## src/ffsm_consts.vh

```
`ifndef FFSM_CONSTS_VH
`define FFSM_CONSTS_VH

// Register byte addresses (printed offsets are all multiples of four)
`define FFSM_ADDR_CFG1        8'h00
`define FFSM_ADDR_CFG2        8'h04
`define FFSM_ADDR_STAT1       8'h08
`define FFSM_ADDR_SPEED       8'h20
`define FFSM_ADDR_LIMIT       8'h40
`define FFSM_ADDR_CHAR        8'h80
`define FFSM_ADDR_DRIVE       8'hc0
// Printed indices of the registers
`define FFSM_IDX_CFG1         8'h00
`define FFSM_IDX_CFG2         8'h01
`define FFSM_IDX_STAT1        8'h02
`define FFSM_IDX_SPEED        8'h08
`define FFSM_IDX_LIMIT        8'h10
`define FFSM_IDX_CHAR         8'h20

// Field positions
`define FFSM_CFG1_MON         0
`define FFSM_CFG1_INTEN       1
`define FFSM_CFG1_ANALOG      2
`define FFSM_CFG1_INV         3
`define FFSM_CFG1_FFEN        4
`define FFSM_CFG2_TACHEN      2
`define FFSM_STAT_ALARM       0
`define FFSM_STAT_FAULT       1
`define FFSM_CHAR_RANGE_HI    7
`define FFSM_CHAR_RANGE_LO    6
`define FFSM_CHAR_SPIN_HI     2
`define FFSM_CHAR_SPIN_LO     0

// Reset values
`define FFSM_CFG2_RST         8'h7f
`define FFSM_LIMIT_RST        8'hff
`define FFSM_CHAR_RST         8'h45
`define FFSM_DRIVE_RST        8'h00

// Timing
`define FFSM_CLK_HZ           25000000
`define FFSM_REF_HZ           11250
`define FFSM_REF_DIV          ((`FFSM_CLK_HZ) / (`FFSM_REF_HZ))
`define FFSM_TENTH_DIV        ((`FFSM_CLK_HZ) / 10)
`define FFSM_FAULT_LIMIT      3'h5
`define FFSM_COUNT_MAX        8'hff
`define FFSM_PWM_MAX          8'hef

`endif

```

## src/ffsm_monitor.v

```verilog
// Local design decision: the AXI4-Lite interface to the registers.
`timescale 1ns/100ps
// Behaviour
// - Range field picks divider N; resets 01
// - Failure pin active only when enabled
// - Slow or stalled fan is a fault
// - Failure pin asserts after five faults
// - Fault starts spin-up, or after read
// - Fault only when count exceeds limit
// - Five faults force full duty always
// - Fault sets status bit 1, interrupt
// - Status read clears the interrupt
// - Spin-up holds full duty, default 2s
// - Each fault before fifth restarts spin-up
// - Spin-up happens with failure pin disabled
// - Tach disable keeps fault detection alive
// - Alarm flag reflects variant condition
// - Alarm flag cleared only by status read
// - Alarm sets again only on new condition
// - Control waits for write of monitor bit
// - Reset defaults per variant
// - Measure two tach periods, saturate 255
// - Spin-up time code, reset 101
`include "ffsm_consts.vh"

module ffsm_monitor #(
    parameter [1:0] VARIANT    = 2'd0,        // 0, 1 or 2 selects power-on personality
    parameter       TENTH_DIV  = `FFSM_TENTH_DIV, // Cycles per 0.1 s
    parameter       REF_DIV    = `FFSM_REF_DIV    // Cycles per reference tick
) (
    input  wire        CLK_SYS,        // System clock 25 MHz
    input  wire        RESET,          // Asynchronous reset, active high
    input  wire        TACH_SENSE_IN,  // Fan tachometer, digital level
    input  wire        OVERTEMP_IN_N,  // Over-temperature output level, low active
    output reg         PWM_OUT,        // Fan drive output
    output reg         FAN_FAIL_N,     // Fan failure, active low
    output reg         INT_N,          // Interrupt, active low
    input  wire [7:0]  S_AXI_AWADDR,   // Write address
    input  wire        S_AXI_AWVALID,  // Write address valid
    output reg         S_AXI_AWREADY,  // Write address ready
    input  wire [31:0] S_AXI_WDATA,    // Write data
    input  wire [3:0]  S_AXI_WSTRB,    // Write strobes
    input  wire        S_AXI_WVALID,   // Write data valid
    output reg         S_AXI_WREADY,   // Write data ready
    output reg  [1:0]  S_AXI_BRESP,    // Write response
    output reg         S_AXI_BVALID,   // Write response valid
    input  wire        S_AXI_BREADY,   // Write response ready
    input  wire [7:0]  S_AXI_ARADDR,   // Read address
    input  wire        S_AXI_ARVALID,  // Read address valid
    output reg         S_AXI_ARREADY,  // Read address ready
    output reg  [31:0] S_AXI_RDATA,    // Read data
    output reg  [1:0]  S_AXI_RRESP,    // Read response
    output reg         S_AXI_RVALID,   // Read data valid
    input  wire        S_AXI_RREADY    // Read data ready
);

    // Measurement states
    localparam [1:0] ST_IDLE  = 2'd0;
    localparam [1:0] ST_ARM   = 2'd1;
    localparam [1:0] ST_COUNT = 2'd2;

    // Variant-dependent reset of configuration 1
    localparam [7:0] CFG1_RST = (VARIANT == 2'd0) ? 8'h09 :
                                (VARIANT == 2'd1) ? 8'h01 : 8'h91;
    localparam [7:0] DRV_RST  = (VARIANT == 2'd0) ? 8'h50 : `FFSM_PWM_MAX;

    // Spin-up length in tenths of a second
    function [6:0] spin_tenths;
        input [2:0] code;
        begin
            case (code)
                3'd0:    spin_tenths = 7'd2;
                3'd1:    spin_tenths = 7'd4;
                3'd2:    spin_tenths = 7'd6;
                3'd3:    spin_tenths = 7'd8;
                3'd4:    spin_tenths = 7'd10;
                3'd5:    spin_tenths = 7'd20;
                3'd6:    spin_tenths = 7'd40;
                default: spin_tenths = 7'd80;
            endcase
        end
    endfunction

    ////////////////////////////////////////////////////////////////////////
    // Registers
    reg [7:0]  cfg1_r;
    reg [7:0]  cfg2_r;
    reg [7:0]  limit_r;
    reg [7:0]  char_r;
    reg [7:0]  drive_r;
    reg        alarm_r;
    reg        fault_flag_r;
    reg        alarm_seen_r;
    reg        ctrl_on_r;
    reg [7:0]  speed_r;
    reg [2:0]  fault_cnt_r;
    reg        fault_pend_r;
    reg [6:0]  spin_left_r;
    reg [22:0] tenth_r;
    reg [11:0] ref_div_r;
    reg [7:0]  meas_r;
    reg [1:0]  edges_r;
    reg [1:0]  state_r;
    reg        tach_d_r;
    reg [7:0]  pwm_cnt_r;
    reg        aw_hold_r;
    reg        w_hold_r;
    reg [7:0]  aw_addr_r;
    reg [31:0] w_data_r;
    reg [3:0]  w_strb_r;

    wire [1:0] range_code = char_r[`FFSM_CHAR_RANGE_HI:`FFSM_CHAR_RANGE_LO];
    // Saturated fault count and spin-up activity
    wire       five       = (fault_cnt_r == `FFSM_FAULT_LIMIT);
    wire       spinning   = (spin_left_r != 7'd0);
    wire       full_duty  = five || spinning;
    wire       tach_rise  = TACH_SENSE_IN && !tach_d_r;
    wire       ref_tick   = (ref_div_r == 12'd0);
    wire       tenth_tick = (tenth_r == 23'd0);
    wire       rd_stat    = S_AXI_ARVALID && S_AXI_ARREADY &&
                            (S_AXI_ARADDR == `FFSM_ADDR_STAT1);
    // Two tach periods: done on the second rise after counting starts
    wire       meas_done  = (state_r == ST_COUNT) &&
                            ((tach_rise && edges_r == 2'd1) ||
                             (ref_tick && meas_r == `FFSM_COUNT_MAX));
    // Count over limit by at least one; slow or stalled alike
    wire       fault_now  = meas_done && (meas_r > limit_r);
    wire       spin_start = (VARIANT == 2'd1) ? (fault_pend_r && rd_stat) : fault_now;
    wire       alarm_cond = (VARIANT == 2'd1) ? (drive_r == `FFSM_PWM_MAX && !spinning)
                                              : !OVERTEMP_IN_N;
    // Write commits once address and data are both in hand
    wire       aw_take    = S_AXI_AWVALID && S_AXI_AWREADY;
    wire       w_take     = S_AXI_WVALID && S_AXI_WREADY;
    wire       wr_go      = (aw_hold_r || aw_take) && (w_hold_r || w_take);
    wire [7:0] wr_addr    = aw_hold_r ? aw_addr_r : S_AXI_AWADDR;
    wire [31:0] wr_data   = w_hold_r ? w_data_r : S_AXI_WDATA;
    wire [3:0] wr_strb    = w_hold_r ? w_strb_r : S_AXI_WSTRB;
    wire       wr_lane0   = wr_go && wr_strb[0];

    ////////////////////////////////////////////////////////////////////////
    // Reference clock divider and 0.1 s timebase; N scales reference tick
    always @(posedge CLK_SYS or posedge RESET) begin
        if (RESET) begin
            ref_div_r <= 12'd0;
            tenth_r   <= 23'd0;
        end else begin
            // Reload on tick; larger N gives a shorter reference period
            ref_div_r <= ref_tick ? (REF_DIV[11:0] >> range_code) - 12'd1 : ref_div_r - 12'd1;
            tenth_r   <= tenth_tick ? TENTH_DIV[22:0] - 23'd1 : tenth_r - 23'd1;
        end
    end

    // Speed measurement, independent of tach enable for detection
    always @(posedge CLK_SYS or posedge RESET) begin
        if (RESET) begin
            state_r  <= ST_IDLE;
            meas_r   <= 8'h00;
            edges_r  <= 2'd0;
            speed_r  <= 8'h00;
            tach_d_r <= 1'b1;                                    // Idle high, no false edge
        end else begin
            tach_d_r <= TACH_SENSE_IN;
            case (state_r)
                ST_IDLE: begin
                    edges_r <= 2'd0;
                    meas_r  <= 8'h00;
                    state_r <= ST_ARM;
                end
                ST_ARM: begin
                    // First pulse skipped; count from second
                    if (tach_rise) begin
                        if (edges_r == 2'd1) begin
                            state_r <= ST_COUNT;
                            edges_r <= 2'd0;
                        end else begin
                            edges_r <= 2'd1;
                        end
                    end
                    // Restart on second pulse; stall timeout spans both waits
                    if (tach_rise && edges_r == 2'd1)
                        meas_r <= 8'h00;
                    else if (ref_tick && meas_r != `FFSM_COUNT_MAX)
                        meas_r <= meas_r + 8'h01;
                    if (ref_tick && meas_r == `FFSM_COUNT_MAX) begin
                        speed_r <= `FFSM_COUNT_MAX;                  // Stalled fan
                        state_r <= ST_IDLE;
                    end
                end
                ST_COUNT: begin
                    if (meas_done) begin
                        speed_r <= meas_r;
                        state_r <= ST_IDLE;
                    end else begin
                        if (tach_rise)
                            edges_r <= edges_r + 2'd1;
                        if (ref_tick)
                            meas_r <= meas_r + 8'h01;                // Saturates via meas_done
                    end
                end
                default: state_r <= ST_IDLE;
            endcase
        end
    end

    // Stall while arming also counts as a measurement result
    wire stall_done = (state_r == ST_ARM) && ref_tick && (meas_r == `FFSM_COUNT_MAX);
    wire fault_evt  = fault_now || (stall_done && (`FFSM_COUNT_MAX > limit_r));
    wire good_evt   = (meas_done && !fault_now) || (stall_done && !fault_evt);

    ////////////////////////////////////////////////////////////////////////
    // Fault counting, spin-up timer, status flags
    always @(posedge CLK_SYS or posedge RESET) begin
        if (RESET) begin
            fault_cnt_r  <= 3'd0;
            fault_pend_r <= 1'b0;
            spin_left_r  <= 7'd0;
            fault_flag_r <= 1'b0;
            alarm_r      <= 1'b0;
            alarm_seen_r <= 1'b0;
        end else begin
            // Count stops at five; only a clean measurement clears it
            if (fault_evt && !five)
                fault_cnt_r <= fault_cnt_r + 3'd1;
            else if (good_evt)
                fault_cnt_r <= 3'd0;
            // Deferred spin-up waits for status read
            if (fault_evt && VARIANT == 2'd1)
                fault_pend_r <= 1'b1;
            else if (rd_stat)
                fault_pend_r <= 1'b0;
            // Fresh spin-up on every fault, or on status read after a fault in variant 1; pin enabled or not
            if ((VARIANT == 2'd1) ? spin_start : fault_evt)
                spin_left_r <= spin_tenths(char_r[`FFSM_CHAR_SPIN_HI:`FFSM_CHAR_SPIN_LO]);
            else if (spinning && tenth_tick)
                spin_left_r <= spin_left_r - 7'd1;
            // Set wins over read-clear
            if (fault_evt)
                fault_flag_r <= 1'b1;
            else if (rd_stat)
                fault_flag_r <= 1'b0;
            // Rising condition only; read clears
            alarm_seen_r <= alarm_cond;
            if (alarm_cond && !alarm_seen_r)
                alarm_r <= 1'b1;
            else if (rd_stat)
                alarm_r <= 1'b0;
        end
    end

    ////////////////////////////////////////////////////////////////////////
    // Drive generator and pin outputs
    always @(posedge CLK_SYS or posedge RESET) begin
        if (RESET) begin
            pwm_cnt_r  <= 8'h00;
            PWM_OUT    <= (VARIANT == 2'd0) ? 1'b0 : 1'b1;
            FAN_FAIL_N <= 1'b1;
            INT_N      <= 1'b1;
        end else begin
            // Free-running period counter, 240 steps
            pwm_cnt_r <= (pwm_cnt_r == `FFSM_PWM_MAX) ? 8'h00 : pwm_cnt_r + 8'h01;
            // Inverted when config bit set: high means drive on
            if (full_duty || !ctrl_on_r && VARIANT != 2'd0)
                PWM_OUT <= cfg1_r[`FFSM_CFG1_INV];
            else if (!ctrl_on_r)
                PWM_OUT <= 1'b0;
            else
                // On part of the period shows the polarity bit
                PWM_OUT <= (pwm_cnt_r < drive_r) ~^ cfg1_r[`FFSM_CFG1_INV];
            // Failure pin follows the saturated count, gated by its enable
            FAN_FAIL_N <= !(five && cfg1_r[`FFSM_CFG1_FFEN]);
            // Interrupt follows the fault flag; status read releases it
            INT_N      <= !(((fault_flag_r && !rd_stat) || fault_evt) &&
                            cfg1_r[`FFSM_CFG1_INTEN]);
        end
    end

    ////////////////////////////////////////////////////////////////////////
    // AXI4-Lite write channel and register writes
    always @(posedge CLK_SYS or posedge RESET) begin
        if (RESET) begin
            S_AXI_AWREADY <= 1'b0;
            S_AXI_WREADY  <= 1'b0;
            S_AXI_BVALID  <= 1'b0;
            S_AXI_BRESP   <= 2'b00;
            aw_hold_r     <= 1'b0;
            w_hold_r      <= 1'b0;
            aw_addr_r     <= 8'h00;
            w_data_r      <= 32'h0000_0000;
            w_strb_r      <= 4'h0;
            cfg1_r        <= CFG1_RST;
            cfg2_r        <= `FFSM_CFG2_RST;
            limit_r       <= `FFSM_LIMIT_RST;
            char_r        <= `FFSM_CHAR_RST;
            drive_r       <= DRV_RST;
            ctrl_on_r     <= 1'b0;
        end else begin
            // Ready held high while idle so a waiting request is taken at once
            // Both readies low while a response is pending
            S_AXI_AWREADY <= !(aw_hold_r || aw_take || (S_AXI_BVALID && !S_AXI_BREADY));
            S_AXI_WREADY  <= !(w_hold_r || w_take || (S_AXI_BVALID && !S_AXI_BREADY));
            if (S_AXI_AWVALID && S_AXI_AWREADY && !wr_go) begin
                aw_hold_r <= 1'b1;
                aw_addr_r <= S_AXI_AWADDR;
            end
            if (S_AXI_WVALID && S_AXI_WREADY && !wr_go) begin
                w_hold_r <= 1'b1;
                w_data_r <= S_AXI_WDATA;
                w_strb_r <= S_AXI_WSTRB;
            end
            if (wr_go) begin
                aw_hold_r    <= 1'b0;
                w_hold_r     <= 1'b0;
                S_AXI_BVALID <= 1'b1;
                S_AXI_BRESP  <= 2'b00;
                // Only the low byte lane carries register data
                if (wr_lane0) begin
                    case (wr_addr)
                        `FFSM_ADDR_CFG1: begin
                            cfg1_r <= wr_data[7:0];
                            if (wr_data[`FFSM_CFG1_MON])
                                ctrl_on_r <= 1'b1;
                        end
                        `FFSM_ADDR_CFG2:  cfg2_r  <= wr_data[7:0];
                        `FFSM_ADDR_LIMIT: limit_r <= wr_data[7:0];
                        `FFSM_ADDR_CHAR:  char_r  <= wr_data[7:0];
                        `FFSM_ADDR_DRIVE: drive_r <= wr_data[7:0];
                        `FFSM_ADDR_STAT1: S_AXI_BRESP <= 2'b10;
                        `FFSM_ADDR_SPEED: S_AXI_BRESP <= 2'b10;
                        default:          S_AXI_BRESP <= 2'b10;
                    endcase
                end
            end else if (S_AXI_BVALID && S_AXI_BREADY) begin
                S_AXI_BVALID <= 1'b0;
            end
        end
    end

    ////////////////////////////////////////////////////////////////////////
    // AXI4-Lite read channel; status read clears flags
    always @(posedge CLK_SYS or posedge RESET) begin
        if (RESET) begin
            S_AXI_ARREADY <= 1'b0;
            S_AXI_RVALID  <= 1'b0;
            S_AXI_RDATA   <= 32'h0000_0000;
            S_AXI_RRESP   <= 2'b00;
        end else begin
            // Address ready pulses once per request, never with data pending
            S_AXI_ARREADY <= !S_AXI_ARREADY && !S_AXI_RVALID && S_AXI_ARVALID;
            // Read data latched at the address handshake, held until taken
            if (S_AXI_ARVALID && S_AXI_ARREADY) begin
                S_AXI_RVALID <= 1'b1;
                S_AXI_RRESP  <= 2'b00;
                case (S_AXI_ARADDR)
                    `FFSM_ADDR_CFG1:  S_AXI_RDATA <= {24'h000000, cfg1_r};
                    `FFSM_ADDR_CFG2:  S_AXI_RDATA <= {24'h000000, cfg2_r};
                    `FFSM_ADDR_STAT1: S_AXI_RDATA <= {30'h0, fault_flag_r, alarm_r};
                    `FFSM_ADDR_SPEED: S_AXI_RDATA <= {24'h000000, speed_r};
                    `FFSM_ADDR_LIMIT: S_AXI_RDATA <= {24'h000000, limit_r};
                    `FFSM_ADDR_CHAR:  S_AXI_RDATA <= {24'h000000, char_r};
                    `FFSM_ADDR_DRIVE: S_AXI_RDATA <= {24'h000000, drive_r};
                    default: begin
                        S_AXI_RDATA <= 32'h0000_0000;
                        S_AXI_RRESP <= 2'b10;
                    end
                endcase
            end else if (S_AXI_RVALID && S_AXI_RREADY) begin
                S_AXI_RVALID <= 1'b0;
            end
        end
    end

endmodule

```

## config.mk

```make
export PLATFORM = sky130hd
export DESIGN_NAME = ffsm_monitor
export DESIGN_NICKNAME = d
export VERILOG_FILES = /design/src/ffsm_monitor.v
export VERILOG_INCLUDE_DIRS = /design/src
export SDC_FILE = /design/constraint.sdc
export NUM_CORES = 1
export LEC_CHECK = 0
export ABC_AREA = 0
export BUFFER_PORTS_ARGS = -buffer_cell sky130_fd_sc_hd__buf_2
export CORE_MARGIN = 1
export CORE_UTILIZATION = 50
export DETAILED_ROUTE_END_ITERATION = 12
export PLACE_DENSITY_LB_ADDON = 0.05
export SYNTH_ARGS = -nofsm -noshare
export SYNTH_HDL_FRONTEND = slang
export SYNTH_SLANG_ARGS = --single-unit
```

## constraint.sdc

```tcl
create_clock -name CLK_SYS -period 6 [get_ports CLK_SYS]
set_clock_uncertainty 0.15 [all_clocks]
set_input_delay 0.3 -clock CLK_SYS [delete_from_list [all_inputs] [get_ports CLK_SYS]]
set_output_delay 0.3 -clock CLK_SYS [all_outputs]
set_load 0.01 [all_outputs]
```

Word-level counts from Yosys, hierarchy flattened
Index checks and enable logic that the tools add are counted. W data, S select, Z words.

Input port bits: 61. Logic and storage cells: 209. Flip-flop bits (word level): 181. Output and inout bits: 44.

Multiplexer cells: 46. $lt $le $gt $ge: 3. Add/subtract/negate cells: 8. Reductions and logical operators: 83. Eq/ne operators: 32. Shift-type cells: 1. Bitwise operators: 1.

Operators by type and width (count): $mux W8 (9); $pmux W8 S7 (1); $pmux W7 S7 (1); $eq A8 B8 Y1 const B (6); $logic_and A1 B1 Y1 (30); $pmux W8 S3 (1); $sub A12 B1 Y12 const B (2); $logic_not A23 Y1 (1); $mux W23 (1); $sub A23 B1 Y23 const B (1); $reduce_and A3 Y1 (7); $mux W2 (10); $reduce_bool A2 Y1 (9); $add A8 B1 Y8 const B (2); $eq A8 B3 Y1 const B (2); $eq A8 B7 Y1 const B (2); $logic_not A8 Y1 (2); $pmux W8 S2 (1); $logic_not A1 Y1 (15); $mux W1 (15); $mux W7 (2); $eq A3 B3 Y1 const B (4); $logic_not A12 Y1 (1); $mux W12 (1); other kinds (27) (48).

Logic depth before layout (Yosys ltp)
Gate-level depths: netlist of the first run.

Depth in word-level cells: 12. Gate-level depth with buffers: 12. Depth with buffers taken out: 11.

Least setup slack after synthesis of the first run
No wires, ideal clock.

Path kind: register to register. Start point: register ref_div_r[10]. End point: register ref_div_r[8]. Arrival: 2.485 ns. Setup time: 0.126 ns. Cell stages (with the launch flop): 13. Buffers on the path: 1. Slack: 3.239 ns. Clock period less this slack: 2.761 ns. Data required time: 5.724 ns. Cells stage by stage: dfrtp_1 -> or4_4 -> nor4_2 -> buf_2 -> a21boi_0 -> nor2_1 -> ha_1 -> nor3b_1 -> nand2_1 -> nor3_1 -> xor2_1 -> nor2_1 -> nor2_1.

Word-level cells in the longest chain between the ends: 2.

Ends and longest elaborated chain: start: declaration (RTL line ffsm_monitor.v:100) `reg [11:0] ref_div_r;`; start signal: assignment (RTL line ffsm_monitor.v:148) `ref_div_r <= ref_tick ? (REF_DIV[11:0] >> range_code) - 12'd1 : ref_div_r - 12'd1;`; $logic_not A12 Y1 (RTL line ffsm_monitor.v:118) `wire ref_tick = (ref_div_r == 12'd0);`; $mux W12 (RTL line ffsm_monitor.v:148).

Every way passes these cells. A chain may end at the register's enable or synchronous reset.

Final worst setup path of the first run
Ends and elaborated chain as after synthesis.

==> flow_summary.ini, run 1 <==
[final_layout]
synthToLayoutAreaGrowth_pct = 15.1
nets = 913
stdcell_area_um2 = 9280
diodes = 0
layout_common_cells = 130 x dfrtp_1, 67 x mux2_2, 52 x nor2_1, 51 x buf_2, 47 x nand2_1
top_regs = tenth_r x23, ref_div_r x12
largest_register_ffs = 23
drive_above_1_share_pct = 24.5
final_common_cell = dfrtp_1
top_register = tenth_r

[power_and_ir_drop]
power.leakage_nw = 4.05
p_total_w = 0.00304
ir_drop_mv = 0.273
p_per_area_nw_per_um2 = 327

[critical_path]
timing.rr.start = ref_div_r[10]
cp_slowest_stage_delay_ns = 0.80
path_cells = or4_4 -> nor4_2 -> a21boi_0 -> nor2_1 -> ha_1 -> nor3b_1 -> nand2_1 -> nor3_1 -> xor2_1 -> nor2_1 -> nor2_1
path_max_fanout = 12
critPathKind = flip-flop to flip-flop
reg2reg_depth = 11
critPathLaunchType = flip-flop
rr_endpoint = ref_div_r[8]
required_ns = 6.16
slowest_stage = nor4_2
end_kind = flip-flop
crit_top_cell = nor2_1
arrival_ns = 3.52
r2r_setup_slack_ns = 2.65

[cts]
cts_resized = 0
cts-root-buf = clkbuf_16
cts_setup_buffers = 0
h-tree-depth = 4
cts_tree = done
path_clk_slew_ns = 0.06
cts_num_sinks = 155
cts_hold_buffers = 21
clk_latency_ns = 0.43
cts_max_path_buffers = 2
numCtsBuffers = 17

[global_routing]
busiest_layer = met2
grt_pass1_wl_um = 28500
grt-ovfl-total = 0
grt_pass1_vias = 5762
use_met2_pct = 36.8
met3_usage_pct = 4.12
antenna_found_initial = 0
grt_max_degree = 91
grtUsageTotal_pct = 22.2
groute.layer.met1.usage_pct = 29.4

[die]
start_util_pct = 50.9
dieHeight_um = 129
rows = 46
fp.dieW_um = 129
core_area_um2 = 15800
die_area_um2 = 16600
ioPinCount = 105

[worst_hold_path]
min_path_cells = 2
min_from = S_AXI_AWADDR[6]
hold_path_class = primary input to flip-flop
hold_path_end = aw_addr_r[6]

[timing]
final-hold-violation-count = 0
setup_viol = 0
rsz0062_at_grt = no
fin_crit_ns = 3.35
tns_ns = 0
slew_viol_final = 0
fmax_mhz = 298
slew_headroom_pct = 32.7
tightestPinTransition_ns = 1.00
period_share_pct = 55.9

[yosys]
yosysSeqAreaShare_pct = 48.5
async_reset_ff_share_pct = 100
syn-instance-count = 755
syn-cell-area_um2 = 8060
synth-edff-count = 0
avgSynthCellArea_um2 = 10.7
yosys.cell_types.count = 69
synth_flop_cell = dfrtp_1
synth_warnings = 0
synth_seq_cells = 155

[route]
wl_per_cell_um = 16.1
viasPerCell = 5.48
ant_nets = 0
drtIter0Drc = 249
routed_wl_um = 17000
drtPass1Iterations = 4
num_vias = 5768
drcViolationCount = 0

[placed_design]
routabilityCongestion = 0.820
hpwl_um = 11800
place_area_um2 = 8410
port_buffers = 51

[run_status]
status = finished, final reports clean

[flow_run]
cap_violations = 0
-- worst max-delay path by stage --
stage,from,endpoint,slack (ns),depth (start not counted)
floorplan,RESET,PWM_OUT,1.41,1
global route,ref_div_r[7],ref_div_r[8],2.36,11
detailed placement,ref_div_r[10],ref_div_r[8],2.65,11
finish,ref_div_r[10],ref_div_r[8],2.65,11
global placement,ref_div_r[10],ref_div_r[8],2.65,11
CTS,ref_div_r[10],ref_div_r[8],2.62,11
-- final cells by class --
cell class,count,area (um^2)
clock inverter,11,190
sequential,155,3910
fill,1328,6540
multi-input combinational,539,3820
tap,216,270
clock buffer,21,470
timing repair buffer,74,480
inverter,37,144
-- report_power, final --
part	total (W)	internal (W)	switching [W]
logic	0.000547	0.000245	0.000302
clock network	0.00120	0.000770	0.000432
registers	0.00129	0.00118	0.000106
total	0.00304	0.00220	0.000840
-- stage by stage --
| stage | util (%) | setup slack [ns] | cells | hold slack [ns] |
|---|---|---|---|---|
| floorplan | - | 1.41 | 780 | 0.154 |
| global placement | 53.2 | 2.65 | 1000 | 0.268 |
| detailed placement | 53.2 | 2.65 | 1000 | 0.277 |
| CTS | 58.7 | 2.62 | 1053 | 0.0113 |
| global route | 58.7 | 2.36 | 1053 | 0.0359 |
| finish | 58.7 | 2.65 | 1053 | 0.0239 |
-- cells by family (layout without fill, tap and decap cells) --
family	Yosys count	in the layout	synth area share [%]
xor+xnor	27	27	2.93
simple gates	228	228	15.8
other cells	1	26	0.0465
mux	78	78	10.7
compound gates	151	151	12.3
buf+inv	86	143	5.31
flops	155	155	48.5
fa+ha+maj	29	29	4.47
-- Yosys cell counts (all sizes together), types with 9 or more instances --
library cell    n  share of area, %
nor2           55               2.7
nor4           10               1.2
inv            37               1.7
a21oi          37               2.3
xnor2          17               1.8
nand2          47               2.2
nand2b          9              0.70
ha             28               4.3
buf            34               2.9
clkbuf         15              0.70
dfstp          25               8.1
and3           10              0.79
dfrtp         130                40
mux2i          11               1.4
xor2           10               1.1
o21ai          43               2.7
mux2           67               9.4
a22oi           9              0.84
nand3          10              0.62
nor3           15              0.99
or3            14               1.1
nor2b          12              0.93
-- worst max-delay path: cells and delay by family, from the launching register on --
family / cells / cell delay [ns]
AO/OA/AOI/OAI: 1 / 0.35
adder cells (fa/ha/maj): 1 / 0.22
flip-flops: 1 / 0.41
XOR/XNOR: 1 / 0.15
AND/OR/NAND/NOR: 8 / 1.97
-- routing by layer --
| metal | wire length [um] | vias up |
|---|---|---|
| met3 | 417 | 19 |
| met5 | 0 | - |
| met4 | 245 | 0 |
| li1 | - | 2782 |
| met2 | 8080 | 101 |
| met1 | 8230 | 2866 |
Note: power is estimated with default switching activity, not from simulation.
==> inputs of run 2 (changes only) <==
==> constraint.sdc (replaced) <==
create_clock -name CLK_SYS -period 3.5 [get_ports CLK_SYS]
set_clock_uncertainty 0.15 [all_clocks]
set_input_delay 0.175 -clock CLK_SYS [delete_from_list [all_inputs] [get_ports CLK_SYS]]
set_output_delay 0.175 -clock CLK_SYS [all_outputs]
set_load 0.01 [all_outputs]
==> run 2 against run 1 <==
  * Utilization about the same
  * Wire length down 0.57%
  * Largest power group unchanged
  * Sequential share of layout area about the same
  * Design area about the same
  * Clock power grew 53%
==> flow_summary.ini, run 2 (synthesis results as in run 1) <==
[final_layout]
nets = 923
layout_common_cells = 130 x dfrtp_1, 67 x mux2_2, 52 x nor2_1, 51 x buf_2, 47 x nand2_1
top_regs = tenth_r x23, ref_div_r x12
fin_util_pct = 58.7
final_common_cell = dfrtp_1
top_register = tenth_r
drive_above_1_share_pct = 24.1
n_fill_cell = 1337
synthToLayoutAreaGrowth_pct = 15.2
largest_register_ffs = 23
diodes = 0
finalNonFillerCells = 1063

[global_routing]
grt-ovfl-total = 0
grt_pass1_wl_um = 28300
antenna_found_initial = 0
grt_max_degree = 80
grtUsageTotal_pct = 21.9
grt_pass1_vias = 5783

[critical_path]
slowest_stage = dfstp_2
arrival_ns = 3.19
critPathLaunchType = flip-flop
cp_num_buf_inv = 1
reg2reg_depth = 8
end_kind = flip-flop
cp_top_family = simple AND/OR/NAND/NOR gates
r2r_setup_slack_ns = 0.46
path_max_fanout = 12
timing.rr.start = limit_r[7]
critPathKind = flip-flop to flip-flop
rr_endpoint = fault_cnt_r[2]
path_cells = inv_1 -> ha_1 -> nand4_1 -> or2_2 -> and3_1 -> o31ai_1 -> nand2_1 -> a221o_1
required_ns = 3.65
cp_slowest_stage_delay_ns = 0.55

[timing]
period_share_pct = 86.8
slew_viol_final = 0
setup_viol = 0
tightestPinTransition_ns = 0.997
fmax_mhz = 329
final-hold-violation-count = 0
rsz0062_at_grt = no
tns_ns = 0
slew_headroom_pct = 33.5
fin_crit_ns = 3.04

[power_and_ir_drop]
power.leakage_nw = 4.06
ir_drop_mv = 0.350
p_per_area_nw_per_um2 = 538
p_total_w = 0.00500

[route]
routed_wl_um = 16900
drtIter0Drc = 254
drcViolationCount = 0
drtPass1Iterations = 4
wl_per_cell_um = 15.9
num_vias = 5821
ant_nets = 0
viasPerCell = 5.48

[run_status]
status = finished, final reports clean

[placed_design]
hpwl_um = 11700
routabilityCongestion = 0.817
port_buffers = 51
dp_cells = 1004

[die]
core_area_um2 = 15800
start_util_pct = 50.9
ioPinCount = 105
die_area_um2 = 16600
fp.dieW_um = 129
dieHeight_um = 129
rows = 46

[cts]
numCtsBuffers = 17
cts_tree = done
cts_max_path_buffers = 2
cts_setup_buffers = 0
clk_latency_ns = 0.43
path_clk_slew_ns = 0.06
h-tree-depth = 4
cts_num_sinks = 155
cts-root-buf = clkbuf_16

[flow_run]
cap_violations = 0

[worst_hold_path]
hold_path_class = primary input to async pin
==> run 2: changes by cell type in the layout (fill, tap and decap cells not counted), sizes merged <==
cell	before	now
clkinv	2	4
bufinv	5	3
clkbuf	21	23
dlygate4sd3	21	27
buf	53	57
clkinvlp	4	2
==> run 2: layout make-up <==
cell class | instances | area, um^2 | area share (%)
sequential | 155 | 3910 | 42.1
multi-input combinational | 539 | 3820 | 41.1
timing repair buffer | 84 | 571 | 6.14
clock buffer | 23 | 448 | 4.82
tap | 216 | 270 | 2.91
inverter | 37 | 143 | 1.54
clock inverter | 9 | 126 | 1.36
==> run 2: metal layers <==
metal / vias to the layer above / GRT usage [%] / wire, um
met5: - / 0 / 0
li1: 2800 / - / -
met2: 84 / 37.7 / 8370
met4: 0 / 6.57 / 175
met1: 2921 / 27.9 / 7860
met3: 16 / 4.32 / 468
==> run 2: where the power goes <==
| group | switching (W) | total, W | leakage (nW) | internal (W) |
|---|---|---|---|---|
| Sequential | 0.000183 | 0.00221 | 1.79 | 0.00203 |
| Clock | 0.000723 | 0.00184 | 0.279 | 0.00112 |
| Combinational | 0.000509 | 0.000942 | 1.99 | 0.000433 |
| Total | 0.00141 | 0.00500 | 4.06 | 0.00358 |
==> run 2: worst max-delay path by stage <==
stage,start,to,slack [ns],cells after the start
floorplan,ref_div_r[10],ref_div_r[8],0.74,12
global placement,limit_r[7],fault_cnt_r[2],0.57,8
detailed placement,limit_r[7],fault_flag_r,0.52,8
CTS,limit_r[7],fault_cnt_r[2],0.50,8
global route,limit_r[5],fault_cnt_r[2],0.31,8
finish,limit_r[7],fault_cnt_r[2],0.46,8
==> run 2: metrics by stage <==
stage	area, um^2	hold slack (ns)	setup slack (ns)
floorplan	8160	0.0295	0.739
CTS	9290	0.0120	0.496
finish	9290	0.0162	0.462
global route	9290	0.0195	0.307
detailed placement	8440	-0.0937	0.522
global placement	8440	-0.101	0.570
==> run 2: worst reg2reg max path, cell delays in order, from the launching register on <==
cell	delay, ns
dfstp_2	0.55
inv_1	0.05
ha_1	0.31
nand4_1	0.15
or2_2	0.33
and3_1	0.20
o31ai_1	0.30
nand2_1	0.44
a221o_1	0.44
==> run 2: what timing repair did <==
action | 4_1_cts | 5_1_grt
gates resized for setup | 0 | 0
hold buffers | 27 | 0
endpoints found under the hold margin | 32 | 0
==> inputs of run 3 (changes only) <==
--- a/config.mk
+++ b/config.mk
@@ -10,7 +10,9 @@
 export BUFFER_PORTS_ARGS = -buffer_cell sky130_fd_sc_hd__buf_2
 export CORE_MARGIN = 1
 export CORE_UTILIZATION = 50
+export CTS_BUF_LIST = sky130_fd_sc_hd__clkbuf_8
 export DETAILED_ROUTE_END_ITERATION = 12
+export HOLD_SLACK_MARGIN = 0.12
 export PLACE_DENSITY_LB_ADDON = 0.05
 export SYNTH_ARGS = -nofsm -noshare
 export SYNTH_HDL_FRONTEND = slang
==> run 3 against run 2 <==
  * Combinational power rose by 0.5%
  * Register-to-register slack better by 0.02 ns
  * Wire length is 0.62% lower
  * Hold slack improved by 0.23 ns
  * Clock power fell by 27%
  * Sequential cell count unchanged
  * Critical endpoint unchanged
==> flow_summary.ini, run 3 (synthesis results as in run 1) <==
[die]
fp.dieW_um = 129
die_area_um2 = 16600
rows = 46
dieHeight_um = 129
core_area_um2 = 15800
ioPinCount = 105
start_util_pct = 50.9

[critical_path]
rr_endpoint = fault_cnt_r[2]
critPathKind = flip-flop to flip-flop
cp-startpoint = limit_r[7]
critPathLaunchType = flip-flop
reg2reg_depth = 8
arrival_ns = 3.19
r2r_setup_slack_ns = 0.48
required_ns = 3.68
end_kind = flip-flop
path_max_fanout = 12
timing.rr.start = limit_r[7]
setup.worst_path.end = fault_cnt_r[2]

[route]
wl_per_cell_um = 15.7
drcViolationCount = 0
num_vias = 5826
drtIter0Drc = 294
ant_nets = 0
routed_wl_um = 16800
drtPass1Iterations = 4
viasPerCell = 5.46

[timing]
tns_ns = 0
fin_crit_ns = 3.02
rsz0062_at_grt = no
setup_viol = 0
tightestPinTransition_ns = 0.990
period_share_pct = 86.2
slew_headroom_pct = 34.0
final-hold-violation-count = 0
fin_hold_ws_ns = 0.247
slew_viol_final = 0
fmax_mhz = 332

[global_routing]
met3_usage_pct = 4.49
use_met2_pct = 37.0
busiest_layer = met2
grt-ovfl-total = 0
grt_pass1_wl_um = 28300
grt_max_degree = 80
groute.layer.met1.usage_pct = 28.2
grt_pass1_vias = 5803
grtUsageTotal_pct = 22.0
antenna_found_initial = 0

[cts]
cts_resized = 0
cts-root-buf = clkbuf_8
cts_num_sinks = 155
h-tree-depth = 4
cts_max_path_buffers = 2
cts_tree = done
path_clk_slew_ns = 0.08
clk_latency_ns = 0.45
numCtsBuffers = 17
cts_hold_buffers = 31
cts_setup_buffers = 0

[power_and_ir_drop]
p_int_w = 0.00315
p_seq_share_pct = 49.2
pwr-share-comb_pct = 21.1
pwr-share-clk_pct = 29.8
p_per_area_nw_per_um2 = 492
power.leakage_nw = 4.01
p_sw_share_pct = 30.0
netSwitchingPower_w = 0.00135
ir_drop_mv = 0.323

[run_status]
status = finished, final reports clean

[final_layout]
nets = 927
drive_above_1_share_pct = 24.0
final_common_cell = dfrtp_1
multi_input_area_um2 = 3820
top_register = tenth_r
seq_area_um2 = 3910
top_regs = tenth_r x23, ref_div_r x12
diodes = 0
fin_util_pct = 57.7
layout_common_cells = 130 x dfrtp_1, 67 x mux2_2, 52 x nor2_1, 51 x buf_2, 47 x nand2_1
stdcell_area_um2 = 9140
synthToLayoutAreaGrowth_pct = 13.3
largest_register_ffs = 23
n_fill_cell = 1355

[placed_design]
hpwl_um = 11700
place_area_um2 = 8440
port_buffers = 51
routabilityCongestion = 0.817

[flow_run]
cap_violations = 0

[worst_hold_path]
hold_path_class = primary input to flip-flop
## run 3: cell count changes in the layout (fill, tap and decap cells not counted), sizes merged
cell,delta
clkbuf,-6
inv,+6
dlygate4sd3,+4
## run 3: layout make-up
class                           count  share of cell area (%)
Clock buffer                       17                    2.56
Clock inverter                     15                    1.63
Inverter                           37                    1.56
Multi-Input combinational cell    539                    41.8
Sequential cell                   155                    42.8
Tap cell                          216                    2.96
Timing Repair Buffer               88                    6.68
## run 3: worst max-delay path, stage by stage, from the launching register on
cell     delay, ns
dfstp_2       0.55
inv_1         0.05
ha_1          0.31
nand4_1       0.15
or2_2         0.33
and3_1        0.20
o31ai_1       0.30
nand2_1       0.43
a221o_1       0.43
## run 3: worst min path at each step
| stage | start | cells after the start | end |
|---|---|---|---|
| 6_report | TACH_SENSE_IN | 2 | tach_d_r |
| 5_1_grt | TACH_SENSE_IN | 2 | tach_d_r |
| 4_1_cts | TACH_SENSE_IN | 2 | tach_d_r |
| 3_5_place_dp | RESET | 2 | S_AXI_RVALID |
| 3_3_place_gp | RESET | 2 | S_AXI_RVALID |
| 2_1_floorplan | TACH_SENSE_IN | 0 | tach_d_r |
## run 3: layer usage
metal  routed length [um]  up-vias
met5                    0        -
met2                 8290       97
met1                 7790     2907
met3                  481       16
met4                  212        0
li1                     -     2806
## run 3: power groups by stage
stage	Combinational [W]	Clock [W]	Sequential, W
floorplan	0.000731	0	0.00217
global placement	0.000884	0	0.00222
detailed placement	0.000910	0	0.00224
CTS	0.000952	0.00137	0.00221
global route	0.00106	0.00145	0.00224
finish	0.000947	0.00134	0.00221
## run 3: through the flow
step                      setup WS, ns  instances  power [W]
after floorplan                  0.739        780    0.00290
after CTS                        0.491       1067    0.00453
after global routing             0.307       1067    0.00475
final                            0.485       1067    0.00450
after detailed placement         0.522       1004    0.00315
after global placement           0.570       1004    0.00311
